===== config.mk =====
export PLATFORM = sky130hd
export DESIGN_NAME = cabe_core
export DESIGN_NICKNAME = d
export VERILOG_FILES = /design/src/core/cabe_file_mem.v /design/src/core/cabe_alu.v /design/src/core/cabe_core.v
export VERILOG_INCLUDE_DIRS = /design/src /design/src/core
export SDC_FILE = /design/constraint.sdc
export NUM_CORES = 2
export LEC_CHECK = 0
export BUFFER_PORTS_ARGS = -buffer_cell sky130_fd_sc_hd__buf_2
export CAP_MARGIN = 25
export CORE_ASPECT_RATIO = 1.4
export CORE_MARGIN = 2
export CORE_UTILIZATION = 50
export DETAILED_ROUTE_END_ITERATION = 6
export PLACE_DENSITY = 0.74
export SYNTH_ARGS = -nofsm -noshare
export SYNTH_HDL_FRONTEND = slang
export SYNTH_SLANG_ARGS = --single-unit

===== constraint.sdc =====
create_clock -name clk -period 8.5 [get_ports clk]
set_input_delay 1.7 -clock clk [delete_from_list [all_inputs] [get_ports clk]]
set_output_delay 1.7 -clock clk [all_outputs]
set_load 0.01 [all_outputs]

===== src/core/cabe_defines.vh =====
`ifndef CABE_DEFINES_VH
`define CABE_DEFINES_VH
// Wishbone register byte offsets
`define CABE_REG_CTRL 8'h00
`define CABE_REG_INSTR 8'h04
`define CABE_REG_ACC 8'h08
`define CABE_REG_STATUS 8'h0c
`define CABE_REG_PC 8'h10
`define CABE_REG_FADDR 8'h14
`define CABE_REG_FDATA 8'h18
// Status field positions
`define CABE_ST_CARRY 0
`define CABE_ST_DC 1
`define CABE_ST_ZERO 2
`define CABE_ST_BUSY 3
// Control fields
`define CABE_CTRL_GO 0
// Opcode patterns, 14-bit instruction word
`define CABE_OP_ADDF 6'h07
`define CABE_OP_ADDC 6'h3d
`define CABE_OP_ASR 6'h37
`define CABE_OP4_BCLR 4'h4
`define CABE_OP4_BTSZ 4'h6
`define CABE_OP5_BRL 5'h19
`define CABE_OP_BRACC 14'h000b
`define CABE_OP_NOP 14'h0000
// Reset values
`define CABE_PC_RST 15'h0000
`define CABE_INSTR_RST 14'h0000
`endif


===== src/core/cabe_file_mem.v =====
`timescale 1ns/1ps
// 128 x 8 data-memory file, registered read
module cabe_file_mem (
   // Clock
   input wire clk,
   // Write port
   input wire wr_en,
   input wire [6:0] wr_addr,
   input wire [7:0] wr_data,
   // Read port
   input wire [6:0] rd_addr,
   output reg [7:0] rd_data
);
   reg [7:0] mem [0:127];
   always @(posedge clk) begin
      if (wr_en) begin
         mem[wr_addr] <= wr_data;
      end
      rd_data <= mem[rd_addr];
   end
endmodule // cabe_file_mem


===== src/core/cabe_alu.v =====
`timescale 1ns/1ps
`include "cabe_defines.vh"
// Combinational 8-bit datapath for add, add with carry and shift
module cabe_alu (
   // Operands
   input wire [7:0] acc,
   input wire [7:0] fval,
   input wire carry_in,
   input wire use_carry,
   input wire do_shift,
   // Results
   output reg [7:0] result,
   output reg carry_out,
   output reg dc_out,
   output reg zero_out
);
   reg [8:0] sum;
   reg [4:0] low;
   always @* begin
      sum = {1'b0, acc} + {1'b0, fval} + {8'h00, use_carry & carry_in};
      low = {1'b0, acc[3:0]} + {1'b0, fval[3:0]} + {4'h0, use_carry & carry_in};
      if (do_shift) begin
         result = {fval[7], fval[7:1]};
         carry_out = fval[0];
         dc_out = 1'b0;
      end else begin
         result = sum[7:0];
         carry_out = sum[8];
         dc_out = low[4];
      end
      zero_out = (result == 8'h00);
   end
endmodule // cabe_alu


===== src/core/cabe_core.v =====
`timescale 1ns/1ps
`include "cabe_defines.vh"
module cabe_core (
   // Clock and reset
   input wire clk,
   input wire resetn,
   // Wishbone slave
   input wire wb_cyc_i,
   input wire wb_stb_i,
   input wire wb_we_i,
   input wire [7:0] wb_adr_i,
   input wire [3:0] wb_sel_i,
   input wire [31:0] wb_dat_i,
   output reg [31:0] wb_dat_o,
   output reg wb_ack_o,
   // Core state
   output reg [14:0] pc_o,
   output reg busy_o
);
   localparam ST_IDLE = 2'b00;
   localparam ST_READ = 2'b01;
   localparam ST_EXEC = 2'b10;
   localparam ST_NOP = 2'b11;

   reg [1:0] state_ff, nxt_state;
   reg [13:0] instr_ff, nxt_instr;
   reg [13:0] next_instr_ff, nxt_next_instr;
   reg [7:0] acc_ff, nxt_acc;
   reg carry_ff, nxt_carry;
   reg dc_ff, nxt_dc;
   reg zero_ff, nxt_zero;
   reg [14:0] pc_ff, nxt_pc;
   reg [6:0] faddr_ff, nxt_faddr;
   reg ack_ff, nxt_ack;
   reg [31:0] rdat_ff, nxt_rdat;
   reg mem_we;
   reg [7:0] mem_wdata;
   reg [6:0] mem_waddr;
   reg [6:0] mem_raddr;
   reg [31:0] merged;
   wire [7:0] fval;
   wire [7:0] alu_res;
   wire alu_c;
   wire alu_dc;
   wire alu_z;
   wire bus_req;
   wire [6:0] op_f;
   wire op_d;
   wire [2:0] op_b;
   reg is_add, is_addc, is_asr, is_bclr, is_btsz, is_brl, is_bracc;

   assign bus_req = wb_cyc_i & wb_stb_i & ~ack_ff;
   assign op_f = instr_ff[6:0];
   assign op_d = instr_ff[7];
   assign op_b = instr_ff[9:7];

   // Replace each byte lane of a word whose select bit is set
   function [31:0] lane_merge;
      input [31:0] old_v;
      input [31:0] new_v;
      input [3:0] sel;
      integer i;
      begin
         lane_merge = old_v;
         for (i = 0; i < 4; i = i + 1) begin
            if (sel[i]) begin
               lane_merge[i*8 +: 8] = new_v[i*8 +: 8];
            end
         end
      end
   endfunction

   always @* begin
      is_add = (instr_ff[13:8] == `CABE_OP_ADDF);
      is_addc = (instr_ff[13:8] == `CABE_OP_ADDC);
      is_asr = (instr_ff[13:8] == `CABE_OP_ASR);
      is_bclr = (instr_ff[13:10] == `CABE_OP4_BCLR);
      is_btsz = (instr_ff[13:10] == `CABE_OP4_BTSZ);
      is_brl = (instr_ff[13:9] == `CABE_OP5_BRL);
      is_bracc = (instr_ff == `CABE_OP_BRACC);
   end

   cabe_file_mem u_mem (
      .clk(clk),
      .wr_en(mem_we),
      .wr_addr(mem_waddr),
      .wr_data(mem_wdata),
      .rd_addr(mem_raddr),
      .rd_data(fval)
   );

   cabe_alu u_alu (
      .acc(acc_ff),
      .fval(fval),
      .carry_in(carry_ff),
      .use_carry(is_addc),
      .do_shift(is_asr),
      .result(alu_res),
      .carry_out(alu_c),
      .dc_out(alu_dc),
      .zero_out(alu_z)
   );

   always @* begin
      nxt_state = state_ff;
      nxt_instr = instr_ff;
      nxt_next_instr = next_instr_ff;
      nxt_acc = acc_ff;
      nxt_carry = carry_ff;
      nxt_dc = dc_ff;
      nxt_zero = zero_ff;
      nxt_pc = pc_ff;
      nxt_faddr = faddr_ff;
      nxt_ack = 1'b0;
      merged = 32'h0000_0000;
      nxt_rdat = 32'h0000_0000;
      mem_we = 1'b0;
      mem_waddr = op_f;
      mem_wdata = alu_res;
      mem_raddr = (state_ff == ST_IDLE) ? faddr_ff : op_f;
      // Bus only served while idle, so software never races the datapath
      if (bus_req && (state_ff == ST_IDLE)) begin
         nxt_ack = 1'b1;
         case (wb_adr_i)
            `CABE_REG_CTRL: begin
               if (wb_we_i && wb_sel_i[0] && wb_dat_i[`CABE_CTRL_GO]) begin
                  nxt_state = ST_READ;
               end
            end
            `CABE_REG_INSTR: begin
               if (wb_we_i) begin
                  merged = lane_merge({18'h00000, instr_ff}, wb_dat_i, wb_sel_i);
                  nxt_next_instr = merged[13:0];
                  nxt_instr = merged[13:0];
               end
               nxt_rdat = {18'h00000, instr_ff};
            end
            `CABE_REG_ACC: begin
               if (wb_we_i && wb_sel_i[0]) begin
                  nxt_acc = wb_dat_i[7:0];
               end
               nxt_rdat = {24'h000000, acc_ff};
            end
            `CABE_REG_STATUS: begin
               if (wb_we_i && wb_sel_i[0]) begin
                  nxt_carry = wb_dat_i[`CABE_ST_CARRY];
                  nxt_dc = wb_dat_i[`CABE_ST_DC];
                  nxt_zero = wb_dat_i[`CABE_ST_ZERO];
               end
               nxt_rdat = {29'h00000000, zero_ff, dc_ff, carry_ff};
            end
            `CABE_REG_PC: begin
               if (wb_we_i) begin
                  merged = lane_merge({17'h00000, pc_ff}, wb_dat_i, wb_sel_i);
                  nxt_pc = merged[14:0];
               end
               nxt_rdat = {17'h00000, pc_ff};
            end
            `CABE_REG_FADDR: begin
               if (wb_we_i && wb_sel_i[0]) begin
                  nxt_faddr = wb_dat_i[6:0];
               end
               nxt_rdat = {25'h0000000, faddr_ff};
            end
            `CABE_REG_FDATA: begin
               if (wb_we_i && wb_sel_i[0]) begin
                  mem_we = 1'b1;
                  mem_waddr = faddr_ff;
                  mem_wdata = wb_dat_i[7:0];
               end
               nxt_rdat = {24'h000000, fval};
            end
            default: begin
               nxt_rdat = 32'h0000_0000;
            end
         endcase
      end else begin
         case (state_ff)
            ST_IDLE: begin
               nxt_state = ST_IDLE;
            end
            ST_READ: begin
               // File operand arrives registered one cycle later
               nxt_state = ST_EXEC;
            end
            ST_EXEC: begin
               nxt_pc = pc_ff + 15'h0001;
               nxt_state = ST_IDLE;
               if (is_add || is_addc) begin
                  nxt_carry = alu_c;
                  nxt_dc = alu_dc;
                  nxt_zero = alu_z;
               end
               if (is_asr) begin
                  nxt_carry = alu_c;
                  nxt_zero = alu_z;
               end
               if (is_add || is_addc || is_asr) begin
                  if (op_d) begin
                     mem_we = 1'b1;
                  end else begin
                     nxt_acc = alu_res;
                  end
               end
               if (is_bclr) begin
                  mem_we = 1'b1;
                  mem_wdata = fval & ~(8'h01 << op_b);
               end
               if (is_btsz && !fval[op_b]) begin
                  nxt_state = ST_NOP;
                  nxt_pc = pc_ff + 15'h0002;
               end
               if (is_brl) begin
                  nxt_pc = pc_ff + 15'h0001 + {{6{instr_ff[8]}}, instr_ff[8:0]};
                  nxt_state = ST_NOP;
               end
               if (is_bracc) begin
                  nxt_pc = pc_ff + 15'h0001 + {7'h00, acc_ff};
                  nxt_state = ST_NOP;
               end
            end
            ST_NOP: begin
               // Instruction word reloaded from next_instr_ff; this cycle does nothing else
               nxt_instr = `CABE_OP_NOP;
               nxt_state = ST_IDLE;
            end
            default: begin
               nxt_state = ST_IDLE;
            end
         endcase
      end
      if (state_ff == ST_NOP && nxt_state == ST_IDLE) begin
         nxt_instr = next_instr_ff;
      end
   end

   always @(posedge clk or negedge resetn) begin
      if (!resetn) begin
         state_ff <= ST_IDLE;
         instr_ff <= `CABE_INSTR_RST;
         next_instr_ff <= `CABE_INSTR_RST;
         acc_ff <= 8'h00;
         carry_ff <= 1'b0;
         dc_ff <= 1'b0;
         zero_ff <= 1'b0;
         pc_ff <= `CABE_PC_RST;
         faddr_ff <= 7'h00;
         ack_ff <= 1'b0;
         rdat_ff <= 32'h0000_0000;
         pc_o <= `CABE_PC_RST;
         busy_o <= 1'b0;
         wb_ack_o <= 1'b0;
         wb_dat_o <= 32'h0000_0000;
      end else begin
         state_ff <= nxt_state;
         instr_ff <= nxt_instr;
         next_instr_ff <= nxt_next_instr;
         acc_ff <= nxt_acc;
         carry_ff <= nxt_carry;
         dc_ff <= nxt_dc;
         zero_ff <= nxt_zero;
         pc_ff <= nxt_pc;
         faddr_ff <= nxt_faddr;
         ack_ff <= nxt_ack;
         rdat_ff <= nxt_rdat;
         pc_o <= nxt_pc;
         busy_o <= (nxt_state != ST_IDLE);
         wb_ack_o <= nxt_ack;
         wb_dat_o <= nxt_rdat;
      end
   end
endmodule // cabe_core


## After elaboration in Yosys (flattened, before gate mapping)

Memory sizes are Yosys's and may differ from the RTL's. A register that Yosys moved wholly into a read port is not among the register bits.
Index checks and enable logic that the tools add are counted.

- Word-level logic and storage cells: 155
- Output and inout port bits: 49
- Memories: 1
- Register bits: 97
- Bits of input ports: 49
- Memory bits (writable): 1,024

- Bitwise operators: 6
- Reductions and logical operators: 27
- Shifts and indexed selects: 1
- $lt $le $gt $ge: 1
- Multiplexer cells: 72
- Equality and inequality tests: 26
- $add $sub $neg: 8

Memory list:

| name | words | width | read ports | clocked after Yosys merged registers in | wr ports | line | RTL |
|---|---|---|---|---|---|---|---|
| u_mem.mem | 128 | 8 | 1 | 1 | 1 | cabe_file_mem.v:14 | `reg [7:0] mem [0:127];` |

Operators by type and width:

| cell | count |
|---|---|
| $mux W15 | 8 |
| $mux W8 | 14 |
| $pmux W15 S6 | 1 |
| $mux W14 | 5 |
| $mux W7 | 5 |
| $mux W1 | 30 |
| $eq A8 B5 Y1 const B | 3 |
| $eq A8 B4 Y1 const B | 2 |
| $logic_not A8 Y1 | 2 |
| $reduce_and A4 Y1 | 4 |
| $add A15 B1 Y15 const B | 1 |
| $add A15 B15 Y15 | 1 |
| $add A15 B2 Y15 const B | 1 |
| $add A15 B8 Y15 | 1 |
| $eq A14 B4 Y1 const B | 1 |
| $eq A6 B6 Y1 const B | 2 |
| $mux W2 | 6 |
| $ne A2 B1 Y1 const B | 5 |
| $add A8 B8 Y9 | 1 |
| $add A9 B1 Y9 | 1 |
| $reduce_and A3 Y1 | 3 |
| $and A8 B8 Y8 | 1 |
| $eq A4 B3 Y1 const B | 2 |
| $eq A8 B3 Y1 const B | 1 |
| other kinds (25) | 40 |

## Depth between registers and ports, before layout

- Depth in word-level cells: 13
- Depth in mapped cells: 16
- Gate-level depth less buffers: 14

## Modules after synthesis

A second synthesis with hierarchy kept.

- Cells, all modules: 2,495
- Area total of the unflattened synthesis: 46,897.5 µm²

Modules (own cells, without submodules):

| module | area an instance (µm²) | sequential area each (µm²) | cells an instance | instances |
|---|---|---|---|---|
| cabe_file_mem | 39,665.5 | 30,909.6 | 1,635 | 1 |
| cabe_core | 6,686.4 | 2,001.9 | 789 | 1 |
| cabe_alu | 545.5 | 0.0 | 71 | 1 |

## Least setup slack after synthesis

OpenSTA, ideal clock, no wires.

- Kind: input port to flip-flop
- Start point: input port wb_adr_i[1]
- End point: memory u_mem.mem[0][0], data pin
- Cell stages on the path: 8
- Slack: 0.751 ns
- Required time: 7.608 ns
- Data arrival time: 6.857 ns
- Library setup time: 0.892 ns
- Cells stage by stage: or4_1 -> buf_2 -> nor4b_4 -> nand3_1 -> clkbuf_1 -> nand2_1 -> o21ai_0 -> a21oi_1

- Longest elaborated chain between the ends: 3

RTL lines:

| what | line | RTL |
|---|---|---|
| start, declared | cabe_core.v:11 | `input wire [7:0] wb_adr_i,` |
| $eq A8 B5 Y1 | cabe_core.v:124 | `case (wb_adr_i)` |
| $mux W8 | cabe_core.v:124 |  |
| $mux W8 | cabe_core.v:122 | `if (bus_req && (state_ff == ST_IDLE)) begin` |
| net mem_wdata[0] | cabe_core.v:37 | `reg [7:0] mem_wdata;` |
| end, declared | cabe_file_mem.v:14 |  |

The timed path passes the listed nets, and every way through them passes these cells.

## Final worst setup path

- Start point: input port wb_adr_i[1]
- End point: memory u_mem.mem[3][5], enable pin

- Longest elaborated chain between the ends: 5

RTL lines:

| what | line | RTL |
|---|---|---|
| $eq A8 B5 Y1 * | cabe_core.v:124 |  |
| $mux W1 | cabe_core.v:124 |  |
| $mux W1 | cabe_core.v:122 |  |
| $mux W1 | cabe_file_mem.v:16 | `if (wr_en) begin` |
| $mux W1 (implied by the code) | cabe_file_mem.v:17 | `mem[wr_addr] <= wr_data;` |

Every way passes the cells marked *; elsewhere a longest branch is shown, timed or not.

==> impl_metrics.json <==
{
  "seq_area_um2": 32900,
  "drt-total-wl_mm": 114,
  "multi_input_area_um2": 13500,
  "rr_startpoint": "instr_ff[9]",
  "fin_cells": 4508,
  "dp.final_hpwl_mm": 70.6,
  "syn_inst": 3198,
  "ant_nets": 0,
  "synthFlopType": "edfxtp_1",
  "die-area_um2": 97100,
  "grt_start_max_net_pins": 145,
  "start_kind": "primary input",
  "dp_cells": 4329,
  "cts_hold_buf": 0,
  "slew-limit-headroom_pct": 25.5,
  "post-place-ws_ps": 2540,
  "root_buffer": "clkbuf_16",
  "skew_ps": 24.8,
  "final_nets": 3304,
  "overflow": 0,
  "r2r_slack_ps": 3320,
  "rsz0062_at_grt": "false",
  "p_leak_uw": 0.0178,
  "hold_path_depth": 2,
  "drive_gt1_share_pct": 14.3,
  "cts_buffers": 95,
  "core_area_um2": 93900,
  "antenna_cells": 0,
  "final_cell_mix": "edfxtp_1, nand2_1, nor2_1, a21oi_1, mux4_2",
  "synth_edf_count": 1024,
  "cts_sinks": 1112,
  "worst-r2r-cell-count": 13,
  "pin_count": 98,
  "worstMarginPinSlew_ps": 1090,
  "vias": 27786,
  "gp_congestion": 0.990,
  "power_density_nw_per_um2": 301,
  "finalWorstSetupSlack_ps": 3100,
  "peakVddDrop_uv": 401,
  "yosysWarningCount": 0,
  "hold_start": "next_instr_ff[0]",
  "status": "complete, no violations",
  "synth_area_um2": 47300,
  "grt_antenna_before_repair": 1,
  "grt_pass1_wl_mm": 171,
  "min_period_ps": 5400,
  "fin_tns_setup_ps": 0,
  "fmax_mhz": 185,
  "grt_pass1_vias": 27338,
  "die_w_um": 264,
  "end_kind": "flop",
  "fp.dieH_um": 368,
  "clk_latency_ps": 700,
  "drc": 0,
  "fin_crit_sh_pct": 63.6,
  "yosysUniqueCellTypes": 80,
  "final_cell_area_um2": 52000,
  "drt-pass1-iter-count": 7,
  "num_rows": 133,
  "start_util_pct": 50.4,
  "syn2layout_area_growth_pct": 9.89,
  "cts-htree-levels": 3,
  "cap_viol_max_count": 0,
  "worstPathMaxFanout": 14,
  "track_usage_pct": 23.5,
  "wl_per_cell_um": 25.2,
  "setup_violations": 0,
  "viasPerCell": 6.16,
  "ys_ff_latch": 1112,
  "slew_violations": 0,
  "path_class": "in2reg",
  "holdPathEnd": "instr_ff[0]",
  "hp-class": "reg2reg",
  "dpl_cell_area_um2": 48800,
  "syn_avg_cell_area_um2": 14.8,
  "cts_tree": "yes",
  "nFillCells": 7163,
  "cp.arrival_ps": 5720,
  "synth.yosys.seq_area_share_pct": 69.6,
  "post_cts_resized": 0,
  "finalHoldViolCount": 0,
  "path_clk_slew_ps": 70,
  "drt_iter0_markers": 2907,
  "cts_setup_buffers": 0,
  "worstPathRequired_ps": 8810,
  "total_power_uw": 15700,
  "mostFrequentLayoutCell": "edfxtp_1",
  "clockBufferDepth": 3,
  "r2r_end": "u_mem.mem[26][7]",
  "port_buffers": 61,
  "synthArstFlopShare_pct": 7.19
}
[worst max-delay path by stage]
stage	slack [ps]	cells past startpoint	startpoint	to
floorplan	750	8	wb_adr_i[1]	u_mem.mem[0][0]
finish	3100	8	wb_adr_i[1]	u_mem.mem[3][5]
detailed placement	2540	8	wb_adr_i[1]	u_mem.mem[1][3]
CTS	3190	8	wb_adr_i[1]	u_mem.mem[1][5]
global route	2920	8	wb_adr_i[1]	u_mem.mem[1][4]
global placement	2450	8	wb_adr_i[1]	u_mem.mem[1][3]
[logic make-up after synthesis]
logic type,synth area share (%)
buf+inv,2.32
flops,69.6
fa+ha+maj,1.15
other cells,0.00793
simple gates,8.78
xor+xnor,0.926
mux,10.2
compound gates,7.11
[state kept, by name, indices dropped and copies added, names as in the netlist]
| register | flops |
|---|---|
| instr_ff | 14 |
| state_ff | 2 |
| busy_o | 1 |
| next_instr_ff | 14 |
| u_mem.mem | 1024 |
| wb_dat_o | 15 |
| dc_ff | 1 |
| carry_ff | 1 |
| zero_ff | 1 |
| u_mem.rd_data | 8 |
| faddr_ff | 7 |
| pc_ff | 15 |
| ack_ff | 1 |
| acc_ff | 8 |
[per-stage QoR]
| step | utilization (%) | hold WS (ps) |
|---|---|---|
| finish | 55.4 | 484 |
| global route | 55.4 | 509 |
| detailed placement | 52.0 | 465 |
| global placement | 52.0 | 461 |
| CTS | 55.3 | 481 |
| floorplan | - | 449 |
[critical path, stage by stage]
cell	delay (ps)
buf_2	90
or4_1	640
nor4b_4	600
and2_1	440
nor2_1	110
a21oi_2	370
nand3_2	810
nor2_1	930
[final cells by class]
type / count / area share [%]
clock buffers: 110 / 4.74
clock inverters: 66 / 1.31
inverters: 27 / 0.195
multi-input cells: 1863 / 26.0
flip-flops and latches: 1112 / 63.3
well taps: 1215 / 2.92
repair buffers: 115 / 1.51
[synthesized netlist by cell type (8+ instances only)]
| library cell | number | area [µm²] |
|---|---|---|
| buf_1 | 10 | 37.5 |
| dfxtp_1 | 8 | 160 |
| buf_4 | 27 | 203 |
| mux2_2 | 12 | 135 |
| buf_2 | 47 | 235 |
| a22oi_1 | 25 | 188 |
| and3_1 | 8 | 50.1 |
| dfrtp_1 | 80 | 2000 |
| a21o_1 | 16 | 120 |
| nand4_1 | 9 | 56.3 |
| clkbuf_1 | 122 | 458 |
| nor3_1 | 35 | 175 |
| a211oi_1 | 33 | 248 |
| nand2_1 | 449 | 1690 |
| nor4_1 | 39 | 244 |
| a31oi_1 | 27 | 169 |
| nand2b_1 | 9 | 56.3 |
| mux4_2 | 161 | 3630 |
| nor2_1 | 219 | 822 |
| or3_1 | 34 | 213 |
| nor2b_1 | 14 | 87.6 |
| inv_1 | 26 | 97.6 |
| o21ai_0 | 95 | 475 |
| and2_1 | 20 | 125 |
| o211ai_1 | 14 | 105 |
| a2111oi_0 | 17 | 149 |
| xor2_1 | 18 | 158 |
| o22ai_1 | 40 | 250 |
| xnor2_1 | 32 | 280 |
| mux2i_1 | 104 | 1040 |
| nand3_1 | 48 | 240 |
| o221ai_1 | 10 | 87.6 |
| o31ai_1 | 10 | 75.1 |
| nand3b_1 | 10 | 75.1 |
| edfxtp_1 | 1024 | 30700 |
| a21oi_1 | 211 | 1060 |
| ha_1 | 37 | 463 |
[routing by layer]
metal / part of all wire [%] / up-vias / track usage [%]
li1: - / 12284 / -
met1: 36 / 13746 / 29.0
met2: 50 / 1429 / 39.5
met5: 0.016 / - / 0
met3: 7.3 / 325 / 3.16
met4: 6.2 / 2 / 14.4
[report_power, final]
group	switching [µW]	internal, µW	total (µW)
combinational	2610	701	3310
clock	1960	2430	4390
sequential	181	7800	7980
(Power assumes the default switching activity.)
